$ cat src/verilog/sdmc_pkg.sv
// Constants, command codes and types for the module command timing block.
package sdmc_pkg;
	localparam int CLK_PERIOD_PS = 40000;
	localparam int DQ_W = 64;
	localparam int BYTES = 8;
	localparam int BANK_W = 2;
	localparam int BANKS = 4;
	localparam int ADDR_W = 12;
	localparam int COL_W = 8;
	localparam int A10_POS = 10;
	localparam int CNT_W = 12;
	localparam int INIT_W = 16;
	localparam int T_INIT_US = 200;
	localparam int T_RAS_MIN_NS = 60;
	localparam int T_RAS_MAX_NS = 110000;
	localparam int T_RP_NS = 30;
	localparam int T_RCD_NS = 30;
	localparam int T_RRD_NS = 20;
	localparam int T_RSC_NS = 20;
	localparam int INIT_CYC = (T_INIT_US * 1000000 + CLK_PERIOD_PS - 1) /
		CLK_PERIOD_PS;
	localparam logic [CNT_W-1:0] RAS_MIN_CYC = CNT_W'((T_RAS_MIN_NS * 1000 +
		CLK_PERIOD_PS - 1) / CLK_PERIOD_PS);
	localparam logic [CNT_W-1:0] RAS_MAX_CYC = CNT_W'(T_RAS_MAX_NS * 1000 /
		CLK_PERIOD_PS);
	localparam logic [CNT_W-1:0] RP_CYC = CNT_W'((T_RP_NS * 1000 +
		CLK_PERIOD_PS - 1) / CLK_PERIOD_PS);
	localparam logic [CNT_W-1:0] RCD_CYC = CNT_W'((T_RCD_NS * 1000 +
		CLK_PERIOD_PS - 1) / CLK_PERIOD_PS);
	localparam logic [3:0] RRD_CYC = 4'((T_RRD_NS * 1000 + CLK_PERIOD_PS - 1) /
		CLK_PERIOD_PS);
	localparam logic [3:0] RSC_CYC = 4'((T_RSC_NS * 1000 + CLK_PERIOD_PS - 1) /
		CLK_PERIOD_PS);
	localparam logic [3:0] INIT_REFRESH_NUM = 4'h8;
	localparam logic [3:0] CMD_MRS = 4'h0;
	localparam logic [3:0] CMD_REF = 4'h1;
	localparam logic [3:0] CMD_PRE = 4'h2;
	localparam logic [3:0] CMD_ACT = 4'h3;
	localparam logic [3:0] CMD_WR = 4'h4;
	localparam logic [3:0] CMD_RD = 4'h5;
	localparam logic [3:0] CMD_BST = 4'h6;
	localparam logic [3:0] CMD_NOP = 4'h7;
	localparam int MR_CL_LSB = 4;
	localparam int MR_BL_LSB = 0;
	localparam logic [2:0] MR_CL_THREE = 3'h3;
	localparam logic RST_CL3 = 1'h1;
	localparam logic [2:0] RST_BL_CODE = 3'h3;
	typedef enum logic [1:0] {BURST_IDLE, BURST_READ, BURST_WRITE} sdmc_burst_t;
endpackage

$ cat src/verilog/sdmc_bank_timer.sv
// Per-bank row timer that flags activate, access and precharge spacing faults.
`timescale 1ns/10ps
module sdmc_bank_timer (
	input wire logic clk_i,
	input wire logic sys_rst_i,
	input wire logic act_i,
	input wire logic pre_i,
	input wire logic rw_i,
	output logic err_o
);
	import sdmc_pkg::*;
	logic open_q, open_d;
	logic [CNT_W-1:0] act_cnt_q, act_cnt_d;
	logic [CNT_W-1:0] pre_cnt_q, pre_cnt_d;
	logic err_q, err_d;

	always_comb begin
		open_d = open_q;
		act_cnt_d = (&act_cnt_q) ? act_cnt_q : act_cnt_q + CNT_W'(1);
		pre_cnt_d = (&pre_cnt_q) ? pre_cnt_q : pre_cnt_q + CNT_W'(1);
		err_d = 1'b0;
		if (act_i) begin
			err_d = open_q || (pre_cnt_q < RP_CYC);
			open_d = 1'b1;
			act_cnt_d = CNT_W'(1);
		end else if (pre_i) begin
			err_d = open_q && (act_cnt_q < RAS_MIN_CYC);
			open_d = 1'b0;
			pre_cnt_d = CNT_W'(1);
		end else if (rw_i) begin
			err_d = !open_q || (act_cnt_q < RCD_CYC);
		end else if (open_q && act_cnt_q == RAS_MAX_CYC) begin
			err_d = 1'b1;
		end
	end

	always_ff @(posedge clk_i) begin
		if (sys_rst_i) begin
			open_q <= 1'b0;
			act_cnt_q <= '1;
			pre_cnt_q <= '1;
			err_q <= 1'b0;
		end else begin
			open_q <= open_d;
			act_cnt_q <= act_cnt_d;
			pre_cnt_q <= pre_cnt_d;
			err_q <= err_d;
		end
	end

	assign err_o = err_q;
endmodule // sdmc_bank_timer

$ cat src/verilog/sdmc_device.sv
// Module-side command decoder, read/write burst latency and timing checker.
//
// Overview of operation
// - Cycle latencies are fixed counts, independent of clock period.
// - Clock enable low makes the device ignore the clock one cycle later.
// - Byte mask during read floats that byte two cycles later.
// - Byte mask during write blocks input data in the same cycle.
// - Precharge in a read burst floats outputs after read latency cycles.
// - Burst stop in a read floats outputs after read latency cycles.
// - Reads or writes may follow each other every cycle.
// - Reads or writes to different banks may be one cycle apart.
`timescale 1ns/10ps
module sdmc_device #(
	parameter int INIT_CYC_P = sdmc_pkg::INIT_CYC
) (
	input wire logic clk_i,
	input wire logic sys_rst_i,
	input wire logic cke_i,
	input wire logic cs_n_i,
	input wire logic ras_n_i,
	input wire logic cas_n_i,
	input wire logic we_n_i,
	input wire logic [sdmc_pkg::BANK_W-1:0] bank_i,
	input wire logic [sdmc_pkg::ADDR_W-1:0] addr_i,
	input wire logic [sdmc_pkg::BYTES-1:0] dqm_i,
	input wire logic [sdmc_pkg::DQ_W-1:0] dq_i,
	output logic [sdmc_pkg::DQ_W-1:0] dq_o,
	output logic [sdmc_pkg::BYTES-1:0] dq_oe_o,
	output logic arr_rd_o,
	output logic [sdmc_pkg::BYTES-1:0] arr_wr_o,
	output logic [sdmc_pkg::BANK_W-1:0] arr_bank_o,
	output logic [sdmc_pkg::COL_W-1:0] arr_col_o,
	output logic [sdmc_pkg::DQ_W-1:0] arr_wdata_o,
	input wire logic [sdmc_pkg::DQ_W-1:0] arr_rdata_i,
	output logic timing_err_o,
	output logic init_done_o
);
	import sdmc_pkg::*;
	logic [3:0] cmd;
	logic is_act, is_rd, is_wr, is_pre, is_bst, is_mrs, is_ref, is_idle;
	logic term_pre, term_bst;
	logic rbeat, wbeat;
	logic [3:0] burst_len;
	logic en_q, en_d;
	logic cl3_q, cl3_d;
	logic [2:0] bl_q, bl_d;
	sdmc_burst_t burst_q, burst_d;
	logic [3:0] left_q, left_d;
	logic [COL_W-1:0] col_q, col_d;
	logic [BANK_W-1:0] bank_q, bank_d;
	logic [1:0] rpipe_q, rpipe_d;
	logic [BYTES-1:0] mpipe_q, mpipe_d;
	logic [BYTES-1:0] oe_q, oe_d;
	logic [DQ_W-1:0] dq_q, dq_d;
	logic [DQ_W-1:0] hold_q, hold_d;
	logic rd_q, rd_d;
	logic [BYTES-1:0] wr_q, wr_d;
	logic [DQ_W-1:0] wdata_q, wdata_d;

	assign cmd = {cs_n_i, ras_n_i, cas_n_i, we_n_i};
	assign is_act = en_q && cmd == CMD_ACT;
	assign is_rd = en_q && cmd == CMD_RD;
	assign is_wr = en_q && cmd == CMD_WR;
	assign is_pre = en_q && cmd == CMD_PRE;
	assign is_bst = en_q && cmd == CMD_BST;
	assign is_mrs = en_q && cmd == CMD_MRS;
	assign is_ref = en_q && cmd == CMD_REF;
	assign is_idle = cs_n_i || cmd == CMD_NOP;
	assign term_pre = is_pre && (addr_i[A10_POS] || bank_i == bank_q) &&
		burst_q != BURST_IDLE;
	assign term_bst = is_bst && burst_q != BURST_IDLE;
	assign burst_len = 4'h1 << bl_q[1:0];

	always_comb begin
		en_d = cke_i;
		cl3_d = cl3_q;
		bl_d = bl_q;
		burst_d = burst_q;
		left_d = left_q;
		col_d = col_q;
		bank_d = bank_q;
		rpipe_d = rpipe_q;
		mpipe_d = mpipe_q;
		oe_d = oe_q;
		dq_d = dq_q;
		hold_d = hold_q;
		rd_d = 1'b0;
		wr_d = '0;
		wdata_d = wdata_q;
		rbeat = 1'b0;
		wbeat = 1'b0;
		if (en_q) begin
			if (is_rd || is_wr) begin
				burst_d = (burst_len == 4'h1) ? BURST_IDLE :
					(is_rd ? BURST_READ : BURST_WRITE);
				bank_d = bank_i;
				col_d = addr_i[COL_W-1:0];
				left_d = burst_len - 4'h1;
				rbeat = is_rd;
				wbeat = is_wr;
			end else if (term_pre || term_bst) begin
				burst_d = BURST_IDLE;
			end else if (burst_q != BURST_IDLE) begin
				col_d = col_q + COL_W'(1);
				left_d = left_q - 4'h1;
				if (left_q == 4'h1) begin
					burst_d = BURST_IDLE;
				end
				rbeat = burst_q == BURST_READ;
				wbeat = burst_q == BURST_WRITE;
			end
			if (is_mrs) begin
				cl3_d = addr_i[MR_CL_LSB+:3] == MR_CL_THREE;
				bl_d = addr_i[MR_BL_LSB+:3];
			end
			rpipe_d = {rpipe_q[0], rbeat};
			mpipe_d = dqm_i;
			oe_d = {BYTES{cl3_q ? rpipe_q[1] : rpipe_q[0]}} & ~mpipe_q;
			hold_d = arr_rdata_i;
			dq_d = cl3_q ? hold_q : arr_rdata_i;
			rd_d = rbeat;
			wr_d = {BYTES{wbeat}} & ~dqm_i;
			wdata_d = dq_i;
		end
	end

	always_ff @(posedge clk_i) begin
		if (sys_rst_i) begin
			en_q <= 1'b0;
			cl3_q <= RST_CL3;
			bl_q <= RST_BL_CODE;
			burst_q <= BURST_IDLE;
			left_q <= '0;
			col_q <= '0;
			bank_q <= '0;
			rpipe_q <= '0;
			mpipe_q <= '0;
			oe_q <= '0;
			dq_q <= '0;
			hold_q <= '0;
			rd_q <= 1'b0;
			wr_q <= '0;
			wdata_q <= '0;
		end else begin
			en_q <= en_d;
			cl3_q <= cl3_d;
			bl_q <= bl_d;
			burst_q <= burst_d;
			left_q <= left_d;
			col_q <= col_d;
			bank_q <= bank_d;
			rpipe_q <= rpipe_d;
			mpipe_q <= mpipe_d;
			oe_q <= oe_d;
			dq_q <= dq_d;
			hold_q <= hold_d;
			rd_q <= rd_d;
			wr_q <= wr_d;
			wdata_q <= wdata_d;
		end
	end

	assign dq_o = dq_q;
	assign dq_oe_o = oe_q;
	assign arr_rd_o = rd_q;
	assign arr_wr_o = wr_q;
	assign arr_bank_o = bank_q;
	assign arr_col_o = col_q;
	assign arr_wdata_o = wdata_q;

	// Checker of the controller's spacing; counters run on real time.
	logic [BANKS-1:0] bank_err;
	logic [3:0] rrd_q, rrd_d;
	logic [3:0] rsc_q, rsc_d;
	logic [INIT_W-1:0] init_cnt_q, init_cnt_d;
	logic [3:0] ref_cnt_q, ref_cnt_d;
	logic init_done_q, init_done_d;
	logic err_q, err_d;
	logic pause_done;

	for (genvar b = 0; b < BANKS; b++) begin : g_bank
		sdmc_bank_timer u_timer (
			.clk_i(clk_i),
			.sys_rst_i(sys_rst_i),
			.act_i(is_act && bank_i == BANK_W'(b)),
			.pre_i(is_pre && (addr_i[A10_POS] || bank_i == BANK_W'(b))),
			.rw_i((is_rd || is_wr) && bank_i == BANK_W'(b)),
			.err_o(bank_err[b])
		);
	end

	assign pause_done = init_cnt_q >= INIT_W'(INIT_CYC_P);

	always_comb begin
		rrd_d = (&rrd_q) ? rrd_q : rrd_q + 4'h1;
		rsc_d = (&rsc_q) ? rsc_q : rsc_q + 4'h1;
		init_cnt_d = pause_done ? init_cnt_q : init_cnt_q + INIT_W'(1);
		ref_cnt_d = ref_cnt_q;
		init_done_d = init_done_q;
		err_d = err_q || (|bank_err);
		if (is_act) begin
			rrd_d = 4'h1;
			err_d = err_d || rrd_q < RRD_CYC;
		end
		if (is_mrs) begin
			rsc_d = 4'h1;
		end
		if (en_q && !is_idle) begin
			err_d = err_d || rsc_q < RSC_CYC;
		end
		if (!init_done_q) begin
			if (en_q && !is_idle && !pause_done) begin
				err_d = 1'b1;
			end
			if (is_act || is_rd || is_wr) begin
				err_d = 1'b1;
			end
			if (is_ref && pause_done) begin
				ref_cnt_d = ref_cnt_q + 4'h1;
			end
			init_done_d = ref_cnt_q >= INIT_REFRESH_NUM;
		end
	end

	always_ff @(posedge clk_i) begin
		if (sys_rst_i) begin
			rrd_q <= '1;
			rsc_q <= '1;
			init_cnt_q <= '0;
			ref_cnt_q <= '0;
			init_done_q <= 1'b0;
			err_q <= 1'b0;
		end else begin
			rrd_q <= rrd_d;
			rsc_q <= rsc_d;
			init_cnt_q <= init_cnt_d;
			ref_cnt_q <= ref_cnt_d;
			init_done_q <= init_done_d;
			err_q <= err_d;
		end
	end

	assign timing_err_o = err_q;
	assign init_done_o = init_done_q;

	a_dqm_float: assert property (
		@(posedge clk_i) disable iff (sys_rst_i)
		(en_q && dqm_i[0]) ##1 en_q |=> !dq_oe_o[0])
		else $error("masked read byte still driven after two cycles");
	a_write_mask: assert property (
		@(posedge clk_i) disable iff (sys_rst_i)
		wbeat |=> arr_wr_o == ~$past(dqm_i) && arr_wdata_o == $past(dq_i))
		else $error("write mask or data not applied in its own cycle");
	a_cke_freeze: assert property (
		@(posedge clk_i) disable iff (sys_rst_i)
		!cke_i |=> ##1 ($stable(col_q) && $stable(left_q) && !arr_rd_o))
		else $error("state moved while the clock was disabled");
	a_pre_float: assert property (
		@(posedge clk_i) disable iff (sys_rst_i)
		(term_pre && cl3_q) ##1 en_q [*2] |=> dq_oe_o == '0)
		else $error("outputs still driven three cycles after precharge");
	a_bst_float: assert property (
		@(posedge clk_i) disable iff (sys_rst_i)
		(term_bst && !cl3_q) ##1 en_q |=> dq_oe_o == '0)
		else $error("outputs still driven two cycles after burst stop");
	a_latency_three: assert property (
		@(posedge clk_i) disable iff (sys_rst_i)
		(is_rd && cl3_q && dqm_i == '0) ##1 (en_q && dqm_i == '0) ##1 en_q
		|=> &dq_oe_o)
		else $error("read data not driven at latency three");
	a_latency_two: assert property (
		@(posedge clk_i) disable iff (sys_rst_i)
		(is_rd && !cl3_q && dqm_i == '0) ##1 en_q |=> &dq_oe_o)
		else $error("read data not driven at latency two");
	a_back_to_back: assert property (
		@(posedge clk_i) disable iff (sys_rst_i)
		is_rd ##1 is_rd |=> arr_rd_o && arr_col_o == $past(addr_i[COL_W-1:0]))
		else $error("back to back read not accepted");
	a_bank_switch: assert property (
		@(posedge clk_i) disable iff (sys_rst_i)
		(is_rd || is_wr) ##1 ((is_rd || is_wr) && bank_i != $past(bank_i))
		|=> arr_bank_o == $past(bank_i))
		else $error("access to another bank one cycle later not accepted");

	c_read_burst: cover property (@(posedge clk_i) disable iff (sys_rst_i)
		is_rd ##1 rd_q ##1 rd_q);
	c_write_masked: cover property (@(posedge clk_i) disable iff (sys_rst_i)
		wbeat && dqm_i != '0);
	c_init_done: cover property (@(posedge clk_i) disable iff (sys_rst_i)
		$rose(init_done_q));
	c_pre_cut: cover property (@(posedge clk_i) disable iff (sys_rst_i)
		term_pre);
endmodule // sdmc_device

$ cat config.mk
export PLATFORM = sky130hd
export DESIGN_NAME = sdmc_device
export DESIGN_NICKNAME = d
export VERILOG_FILES = /design/src/verilog/sdmc_pkg.sv /design/src/verilog/sdmc_bank_timer.sv /design/src/verilog/sdmc_device.sv
export SDC_FILE = /design/constraint.sdc
export NUM_CORES = 1
export LEC_CHECK = 0
export ABC_AREA = 1
export BUFFER_PORTS_ARGS = -buffer_cell sky130_fd_sc_hd__buf_4
export CAP_MARGIN = 20
export CORE_MARGIN = 2
export CORE_UTILIZATION = 45
export DETAILED_ROUTE_END_ITERATION = 6
export GPL_TIMING_DRIVEN = 0
export PLACE_DENSITY_LB_ADDON = 0.08
export SETUP_SLACK_MARGIN = 0.3
export SYNTH_ARGS = -nofsm -noshare
export SYNTH_HDL_FRONTEND = slang
export SYNTH_HIERARCHICAL = 1
export SYNTH_SLANG_ARGS = --single-unit
$ cat constraint.sdc
create_clock -name clk_i -period 2.1 [get_ports clk_i]
set_input_delay 0.315 -clock clk_i [delete_from_list [all_inputs] [get_ports clk_i]]
set_output_delay 0.315 -clock clk_i [all_outputs]
set_load 0.005 [all_outputs]
==> flow_metrics.tcl, run 1 <==
set metrics [dict create \
    final_cell_mix "617 x nand2_1, 372 x dfxtp_1, 348 x nand3_1" \
    skew_ns 0.02857 \
    core_area_um2 37490 \
    finalWorstSetupSlack_ns 0.3674 \
    chipHeight_um 198.6 \
    worstHoldPathType "input pin to flop" \
    synthesis.nets 2557 \
    drt-pass1-iter-count 7 \
    synth_cells 2369 \
    row_count 71 \
    pre_cts_slack_ns -0.4755 \
    io_pins 314 \
    routed_via_density 5.101 \
    clockRootBuffer "clkbuf_16" \
    clk_latency_ns 0.59 \
    grt_pass1_vias 16900 \
    startpoint_type "flop" \
    cts_buffers 42 \
    worst_pin_slew_ns 0.7636 \
    worstPathCellList "inv_2 > buf_2 > clkbuf_4 > buf_2 > nand3_1 > nand2_1" \
    antenna_found_initial 3 \
    grt_pass1_wl_mm 85.81 \
    finalSetupViolCount 0 \
    via_count 17400 \
    final_common_cell "nand2_1" \
    routabilityCongestion 0.8710 \
    path_common_cell "buf_2" \
    wl_per_cell_um 15.75 \
    die_area_um2 39440 \
    power_mw 24.61 \
    area_growth_syn_to_layout_pct 34.83 \
    critical_path.slowest_cell "buf_2" \
    overflow 0 \
    drive_gt1_share_pct 20.55 \
    layout.cells.non_filler 3411 \
    grt_use_total_pct 27.01 \
    status "completed" \
    crit_start "en_q$_SDFF_PP0_" \
    leakage_nw 10.99 \
    start_util_pct 45.45 \
    rsz0062_at_grt "yes" \
    grt_max_degree 15 \
    hold_viol_final 0 \
    min_period_ns 1.733 \
    first_iter_violations 896 \
    period_share_pct 82.51 \
    worstPathArrival_ns 2.25 \
    crit_required_ns 2.62 \
    clk_pin_slew_worst_paths_ns 0.06 \
    relSlewSlack_pct 48.75 \
    yosysWarningCount 6 \
    remaining_drc_errors 0 \
    ant_nets 0 \
    ys_seq_elements 373 \
    crit_path_end_kind "flop" \
    nFillCells 3481 \
    powerDensity_nw_per_um2 1071 \
    fin_nets 3052 \
    dpl.hpwl_mm 38.94 \
    die_x_um 198.6 \
    htreeDepth 2 \
    io_buffers 310 \
    syn_area_um2 17040 \
    cap_violations 0 \
    fmax_mhz 577.2 \
    cts_sinks 373 \
    worst-path-max-fanout 10 \
    vdd_drop_max_v 0.0006640 \
    hold_slack_ns 0.02638 \
    max-clock-path-buffers 3 \
    report.final.slew_viol_count 0 \
    yosysSeqAreaShare_pct 43.82 \
    cts_tree "built" \
    fin_tns_setup_ns 0 \
    synth.distinct_cells 40 \
    slowest_delay_ns 0.36 \
    routed_wl_mm 53.73 \
    syn_avg_cell_area_um2 7.193 \
    rr_startpoint "en_q$_SDFF_PP0_" \
    min_from "addr_i[0]" \
    critPathKind "flop to flop" \
    dp_cells 3190 \
]
sequential cells by signal, summed over array words and instances, names as in the netlist, 4 cells and up:
name and count:
arr_col_o 8, arr_wdata_o 64, arr_wr_o 8, dq_o 64, dq_oe_o 8, g_bank.u_timer/act_cnt_q 48
g_bank.u_timer/err_o 4, g_bank.u_timer/open_q 4, g_bank.u_timer/pre_cnt_q 48, hold_q 64, init_cnt_q 16, left_q 4
mpipe_q 8, ref_cnt_q 4, rrd_q 4, rsc_q 4
metrics by stage:
step	area (µm²)	util, %
6_report	22970	61.28
5_1_grt	22970	61.28
4_1_cts	22890	61.07
3_5_place_dp	20010	53.37
3_3_place_gp	20010	53.37
2_1_floorplan	17040	-
power by group:
| part | internal [mW] | total (mW) | leakage [nW] | switching (mW) |
|---|---|---|---|---|
| logic | 3.13 | 7.97 | 7.24 | 4.84 |
| registers | 8.08 | 9.08 | 3.05 | 0.993 |
| clock network | 4.46 | 7.57 | 0.699 | 3.11 |
| total | 15.7 | 24.6 | 11.0 | 8.95 |
cell type report:
type,instances,area (µm²),area share (%)
Clock inverter,14,173.9,0.7570
Sequential cell,373,7468,32.51
Timing Repair Buffer,451,3731,16.24
Buffer,110,541.8,2.358
Multi-Input combinational cell,1690,8386,36.50
Clock buffer,62,1266,5.511
Antenna cell,4,10.01,0.04357
Tap cell,511,639.4,2.783
Inverter,196,758.2,3.300
per-layer routing:
layer  vias up  GRT usage (%)  routed length (µm)  share of wire [%]
li1       8782              -                   -                  -
met1      7981          32.49               22390                 42
met2       526          45.75               25400                 47
met3       112          6.036                3648                6.8
met4         0          12.80                2292                4.3
met5         -              0                   0                  0
worst max-delay path, delay by kind of cell (launching register included):
| kind | cells | cell delay (ns) |
|---|---|---|
| flops | 1 | 0.34 |
| buf+inv | 4 | 1.13 |
| simple gates | 2 | 0.21 |
cells by family (layout without fill, tap and decap cells):
logic type	after synthesis	in the layout	share of synthesized area, %
adder cells (fa/ha/maj)	31	31	2.276
XOR/XNOR	21	21	1.079
AND/OR/NAND/NOR	1341	1341	35.51
flip-flops	373	373	43.82
buffers and inverters	306	833	7.475
other	0	4	0
AO/OA/AOI/OAI	297	297	9.839
what timing repair did:
item / 4_1_cts / 5_1_grt
resized for setup: 20 / 17
setup endpoints to repair: 99 / 220
pin swaps: 1 / 2
endpoints found under the hold margin: 150 / 0
setup buffers: 1 / 2
hold buffers: 138 / 0
cell usage after synthesis:
library cell  count  share of area [%]
a21oi_1          37                1.1
a31o_2            4               0.21
a31oi_1           4               0.15
and3_1            1              0.037
buf_1             6               0.13
buf_2            63                1.9
buf_4             3               0.13
buf_6             2               0.13
clkbuf_1         36               0.79
clkinv_1          4              0.088
clkinv_4          4               0.21
dfxtp_1         373                 44
ha_1             31                2.3
inv_1           171                3.8
inv_2            17               0.37
nand2_1         617                 14
nand2_2          29                1.1
nand2_4           5               0.33
nand3_1         350                 10
nand3_2          12               0.70
nand3b_1          1              0.044
nand4_1          41                1.5
nor2_1          200                4.4
nor2_2           11               0.40
nor2_4           12               0.79
nor3_1           36                1.1
nor3_2           15               0.88
nor3b_1           1              0.044
o211ai_1         22               0.97
o211ai_2          8               0.59
o21ai_0         166                4.9
o21ai_1          35                1.0
o21ai_2           4               0.21
o21bai_1          3               0.13
o22ai_1           2              0.073
o31ai_1          12               0.53
or2_1             4               0.15
or2_2             6               0.22
xnor2_1           8               0.41
xor2_1           13               0.67
final timing paths:
check | endpoint | slack [ns] | cells past startpoint
hold / removal | bl_q[0]$_SDFFE_PP1P_ | 0.03 | 3
hold reg to reg | init_cnt_q[13]$_SDFFE_PP0P_ | 0.42 | 2
setup / recovery | arr_wdata_o[31]$_SDFFE_PP0P_ | 0.37 | 6
setup reg to reg | arr_wdata_o[31]$_SDFFE_PP0P_ | 0.37 | 6
Power figures use the tool's default switching activity.
==> run 2, diff against run 1 <==
==> constraint.sdc (replaced) <==
create_clock -name clk_i -period 1.6 [get_ports clk_i]
set_input_delay 0.24 -clock clk_i [delete_from_list [all_inputs] [get_ports clk_i]]
set_output_delay 0.24 -clock clk_i [all_outputs]
set_load 0.005 [all_outputs]
==> flow_metrics.tcl, run 2 (same netlist as run 1, synthesis figures left out) <==
set metrics [dict create \
    nFillCells 3126 \
    wl_met1_mm 23.54 \
    clk_latency_ns 0.57 \
    remaining_drc_errors 0 \
    critical_path.slowest_cell "dfxtp_4" \
    cts_sinks 373 \
    antenna_found_initial 2 \
    clk_pin_slew_worst_paths_ns 0.06 \
    place_area_um2 20210 \
    path_buf_inv 2 \
    chipHeight_um 198.6 \
    vdd_drop_max_v 0.0007200 \
    hold_depth 2 \
    max-clock-path-buffers 3 \
    critPathKind "flop to flop" \
    dp_cells 3190 \
    worst-path-max-fanout 4 \
    dpl.hpwl_mm 38.16 \
    stdcell_area_um2 24930 \
    io_buffers 310 \
    min_from "sys_rst_i" \
    grt_pass1_vias 17130 \
    htreeDepth 2 \
    power_mw 34.08 \
    seq_power_share_pct 35.5 \
    start_util_pct 45.45 \
    skew_ns 0.02052 \
    layout.cells.non_filler 3467 \
    period_share_pct 98.00 \
    cts_tree "built" \
    swShare_pct 36.81 \
    report.final.slew_viol_count 0 \
    ff2ff_setup_slack_ns 0.03 \
    rr_endpoint "g_bank[1].u_timer/err_o$_SDFF_PP0_" \
    drt-pass1-iter-count 6 \
    ant_nets 0 \
    worstPathCellList "inv_8 > nor2_4 > nand3_4 > a21oi_4 > nand2_1 > nor2_1 > nand2_1 > o21ai_2 > inv_1 > a21oi_2" \
    io_pins 314 \
    final_cell_mix "591 x nand2_1, 360 x buf_4, 343 x dfxtp_1" \
    grt_use_total_pct 27.06 \
    fin_tns_setup_ns 0 \
    row_count 71 \
    worstPathArrival_ns 2.04 \
    met3_length_mm 4.165 \
    routed_via_density 5.218 \
    drive_gt1_share_pct 27.36 \
    clkPwrFrac_pct 29.1 \
    cts_buffers 42 \
    hold_viol_final 0 \
    die_area_um2 39440 \
    relSlewSlack_pct 55.82 \
    first_iter_violations 1106 \
    die_x_um 198.6 \
    fin_util_pct 66.49 \
    leakage_nw 11.78 \
    path_delay_family "compound AO/OA/AOI/OAI gates" \
    switching_power_mw 12.55 \
    fmax_mhz 637.8 \
    core_area_um2 37490 \
    powerDensity_nw_per_um2 1367 \
    cap_violations 0 \
    regArea_um2 7537 \
    top_layer "met4" \
    startpoint_type "flop" \
    combPwrFrac_pct 35.4 \
    path_common_cell "nand2_1" \
    clockRootBuffer "clkbuf_16" \
    rr_startpoint "en_q$_SDFF_PP0_" \
    multi_input_comb_area_um2 9143 \
    hold_end "g_bank[1].u_timer/open_q$_SDFFE_PP0P_" \
    slowest_delay_ns 0.39 \
    routed_wl_mm 56.34 \
    rsz0062_at_grt "yes" \
    grt_pass1_wl_mm 86.08 \
    crit_required_ns 2.07 \
    area_growth_syn_to_layout_pct 46.28 \
    intPower_mw 21.53 \
    final_common_cell "nand2_1" \
    worstHoldPathType "input pin to flop" \
    min_period_ns 1.568 \
    fin_nets 3110 \
    worst_pin_slew_ns 0.6584 \
    grt_max_degree 14 \
    wl_per_cell_um 16.25 \
    overflow 0 \
    status "completed" \
    dr_wl_met2_mm 25.98 \
    via_count 18090 \
    routabilityCongestion 0.8840 \
    rr_worst_depth 10 \
    finalSetupViolCount 0 \
    crit_path_end_kind "flop" \
]
==> run 2: cell types whose count changed in the layout (fill, tap and decap cells not counted), moves of 26 or more <==
cell     previous run  this run
buf_2              60        18
buf_4             317       360
dfxtp_1           372       343
nand2_1           617       591
nand3_1           348       319
o21ai_0           166       137
==> run 2: worst max path at each step <==
stage / startpoint / endpoint / slack [ns] / cells past startpoint
final: en_q$_SDFF_PP0_ / g_bank[1].u_timer/err_o$_SDFF_PP0_ / 0.03 / 10
after global routing: en_q$_SDFF_PP0_ / g_bank[1].u_timer/err_o$_SDFF_PP0_ / -0.04 / 10
after CTS: en_q$_SDFF_PP0_ / g_bank[1].u_timer/err_o$_SDFF_PP0_ / 0.06 / 10
after detailed placement: sys_rst_i / cl3_q$_SDFFE_PP1P_ / -0.47 / 6
after global placement: sys_rst_i / cl3_q$_SDFFE_PP1P_ / -0.48 / 6
after floorplan: en_q$_SDFF_PP0_ / g_bank[0].u_timer/act_cnt_q[8]$_SDFFE_PP1P_ / 0.25 / 8
==> run 2: power groups by stage <==
| stage | sequential (mW) | clock (mW) | combinational, mW |
|---|---|---|---|
| finish | 12.1 | 9.92 | 12.1 |
| global route | 12.3 | 10.4 | 13.4 |
| CTS | 12.0 | 10.1 | 10.8 |
| detailed placement | 12.1 | 0 | 10.1 |
| global placement | 12.0 | 0 | 9.88 |
| floorplan | 11.8 | 0 | 8.05 |
==> run 2: worst register-to-register path, cell delays in order (launching register included) <==
cell and delay, ns:
dfxtp_4 0.39, inv_8 0.05, nor2_4 0.10, nand3_4 0.12, a21oi_4 0.19, nand2_1 0.09, nor2_1 0.09, nand2_1 0.08
o21ai_2 0.13, inv_1 0.07, a21oi_2 0.18
==> run 2: timing repair <==
action	in CTS	in global routing
endpoints found under the hold margin	211	0
gates cloned	7	4
pin swaps	15	47
hold buffers	142	0
setup buffers	16	30
setup endpoints to repair	417	421
gates resized for setup	103	317
==> run 2: layout make-up <==
| type | instances | area share (%) |
|---|---|---|
| clock buffer | 64 | 5.070 |
| tap | 511 | 2.565 |
| sequential | 373 | 30.24 |
| clock inverter | 11 | 0.6525 |
| inverter | 196 | 3.388 |
| antenna | 3 | 0.03012 |
| buffer | 110 | 3.835 |
| multi-input combinational | 1690 | 36.68 |
| timing repair buffer | 509 | 17.54 |
==> run 2: stage by stage <==
stage	hold slack, ns	setup WS, ns
finish	0.02732	0.03202
global route	0.03904	-0.04252
CTS	0.003277	0.05522
detailed placement	0.4139	-0.4725
global placement	0.4113	-0.4783
floorplan	0.3124	0.2545
==> run 2: metal layers <==
layer | vias to the layer above | GRT usage, %
met5 | - | 0
met4 | 0 | 13.96
met3 | 151 | 6.460
met2 | 618 | 44.15
met1 | 8403 | 33.25
li1 | 8919 | -
==> run 3, diff against run 2 <==
--- a/config.mk
+++ b/config.mk
@@ -5,7 +5,6 @@
 export SDC_FILE = /design/constraint.sdc
 export NUM_CORES = 1
 export LEC_CHECK = 0
-export ABC_AREA = 1
 export BUFFER_PORTS_ARGS = -buffer_cell sky130_fd_sc_hd__buf_4
 export CAP_MARGIN = 20
 export CORE_MARGIN = 2
==> flow_metrics.tcl, run 3 <==
set metrics [dict create \
    pre_cts_slack_ns -0.6919 \
    cts_tree "built" \
    core_area_um2 36430 \
    synthesis.nets 2006 \
    critPathKind "flop to flop" \
    rsz0062_at_grt "yes" \
    clk_latency_ns 0.56 \
    cap_violations 0 \
    syn_area_um2 16550 \
    place_area_um2 20110 \
    grt_max_degree 13 \
    period_share_pct 124.2 \
    crit_required_ns 2.03 \
    grt_use_total_pct 25.44 \
    via_count 15870 \
    wl_per_cell_um 18.09 \
    worst-path-max-fanout 7 \
    switching_power_mw 10.92 \
    grt_pass1_wl_mm 79.88 \
    intPower_mw 21.18 \
    relSlewSlack_pct 47.43 \
    synth_top_area_share_pct 45.11 \
    clockRootBuffer "clkbuf_16" \
    post-synth-top-count-cell "dfxtp_1" \
    fmax_mhz 503.1 \
    ys_top_cells_by_count "373 x dfxtp_1, 313 x nor2_1, 225 x mux2i_1, 76 x o21ai_0, 71 x clkbuf_1" \
    chipHeight_um 195.8 \
    synth_compound_area_share_pct 12.63 \
    fin_nets 2587 \
    grt_pass1_vias 15420 \
    synth_edf_count 0 \
    stdcell_area_um2 25170 \
    slowest_delay_ns 0.34 \
    synth_cells 1818 \
    synth_area_leaders "dfxtp_1 45%, mux2i_1 14%, nor2_1 7.1%, a211oi_1 3.0%, ha_1 2.3%" \
    yosysTopAreaCell "dfxtp_1" \
    worstHoldPathType "input pin to flop" \
    finalWorstSetupSlack_ns -0.3878 \
    min_period_ns 1.988 \
    ant_nets 0 \
    drive_gt1_share_pct 32.81 \
    syn_avg_cell_area_um2 9.105 \
    swShare_pct 34.01 \
    row_count 70 \
    remaining_drc_errors 0 \
    critical_path.slowest_cell "or3_4" \
    yosysSeqAreaShare_pct 45.11 \
    antenna_found_initial 3 \
    ff2ff_setup_slack_ns -0.39 \
    cts_buffers 43 \
    worst_pin_slew_ns 0.7885 \
    drt-pass1-iter-count 5 \
    routed_via_density 5.472 \
    die_x_um 195.8 \
    vdd_drop_max_v 0.0007781 \
    leakage_nw 10.78 \
    power_mw 32.09 \
    worstPathArrival_ns 2.42 \
    routabilityCongestion 0.8845 \
    seq_power_share_pct 37.9 \
    yosys_most_used_dff "dfxtp_1" \
    violations "negative setup slack" \
    finalSetupViolCount 126 \
    max-clock-path-buffers 3 \
    path_common_cell "nand2b_4" \
    io_pins 314 \
    ys_seq_elements 373 \
    overflow 0 \
    synth.area.mux_share_pct 13.67 \
    final_cell_mix "363 x buf_4, 334 x dfxtp_1, 292 x nor2_1" \
    first_iter_violations 739 \
    synthXorXnorAreaFrac_pct 1.852 \
    dpl.hpwl_mm 34.48 \
    synth.distinct_cells 59 \
    hold_viol_final 0 \
    synth_fa_ha_area_share_pct 2.343 \
    startpoint_type "flop" \
    crit_path_end_kind "flop" \
    synth-async-reset-ratio_pct 0 \
    io_buffers 306 \
    final_common_cell "buf_4" \
    start_util_pct 45.43 \
    routed_wl_mm 52.46 \
    nFillCells 2771 \
    rr_worst_depth 9 \
    htreeDepth 2 \
    worstPathCellList "buf_8 > nand2b_4 > or3_4 > buf_12 > a211oi_4 > buf_4 > nand2b_4 > a31oi_1 > o311ai_1" \
    status "finished, violations left" \
    die_area_um2 38340 \
    area_growth_syn_to_layout_pct 52.06 \
    cts_sinks 373 \
    clkPwrFrac_pct 29.4 \
    powerDensity_nw_per_um2 1275 \
    synth_top_family_by_area "simple AND/OR/NAND/NOR gates" \
    combPwrFrac_pct 32.7 \
    clk_pin_slew_worst_paths_ns 0.06 \
    synthSimpleGateAreaFrac_pct 20.54 \
    skew_ns 0.02561 \
    yosysWarningCount 6 \
    report.final.slew_viol_count 0 \
    hold_depth 4 \
]
-- run 3: cell types whose count changed in the layout (fill, tap and decap cells not counted), moves of 50 or more --
cell,previous run,this run
nand2_1,591,55
nand3_1,319,41
mux2i_1,0,210
a211oi_2,0,50
inv_1,161,47
o21ai_0,137,39
nor2_1,186,292
-- run 3: power by group through the flow --
stage	Combinational, mW	Sequential [mW]	Clock, mW
4_1_cts	9.83	12.1	9.62
2_1_floorplan	6.88	11.9	0
6_report	10.5	12.2	9.42
5_1_grt	11.5	12.4	9.97
3_3_place_gp	8.65	12.2	0
3_5_place_dp	8.85	12.3	0
-- run 3: routing by layer --
layer  up-vias  global-route usage (%)  routed length (µm)
met2       421                   43.10               25270
met1      7665                   32.18               22570
met5         -                       0                   0
met3        84                   6.550                3511
li1       7700                       -                   -
met4         0                   6.958                1114
-- run 3: stage by stage --
stage	setup TNS (ns)	util, %	hold slack, ns	instances
final	-25.81	69.08	0.02808	2900
after global routing	-35.22	69.08	0.02681	2899
after CTS	-50.63	65.26	0.001352	2856
after detailed placement	-156.54	55.19	0.4158	2592
after global placement	-151.87	55.19	0.4101	2592
after floorplan	-8.137	-	0.3124	1818
-- run 3: final timing paths --
check / start / to
min reg2reg: mpipe_q[1]$_SDFFE_PP0P_ / dq_oe_o[1]$_SDFFE_PP0P_
max: en_q$_SDFF_PP0_ / g_bank[2].u_timer/pre_cnt_q[3]$_SDFF_PP1_
max reg2reg: en_q$_SDFF_PP0_ / g_bank[2].u_timer/pre_cnt_q[3]$_SDFF_PP1_
min: addr_i[6] / cl3_q$_SDFFE_PP1P_
-- run 3: cell type report --
cell class	instances	area, µm²	area share (%)
repair buffers	533	4604	18.29
multi-input cells	1287	9739	38.69
diodes	3	7.507	0.02983
clock inverters	8	43.79	0.1740
plain buffers	109	1142	4.538
clock buffers	67	1286	5.110
flip-flops and latches	373	7553	30.01
inverters	52	207.7	0.8252
well taps	468	585.6	2.326
-- run 3: logic make-up after synthesis --
kind of cell,count (synthesis)
and+or+nand+nor,678
muxes,226
xor gates and xnor gates,35
adders and majority gates,31
AOI/OAI and AO/OA,314
buffers and inverters,161
DFF,373
-- run 3: worst max-delay path, delay by kind of cell, from the launching register on --
family	cells	cell delay [ns]
and+or+nand+nor	3	0.48
DFF	1	0.33
AOI/OAI and AO/OA	3	0.62
buffers and inverters	3	0.44
-- run 3: timing repair --
action                     in CTS  in global routing
hold endpoints to repair      148                  0
hold buffers                  140                  0
setup endpoints to repair     395                411
pin swaps                      55                 50
gates resized for setup       162                303
buffers inserted               44                 32
gates cloned                    5                  9
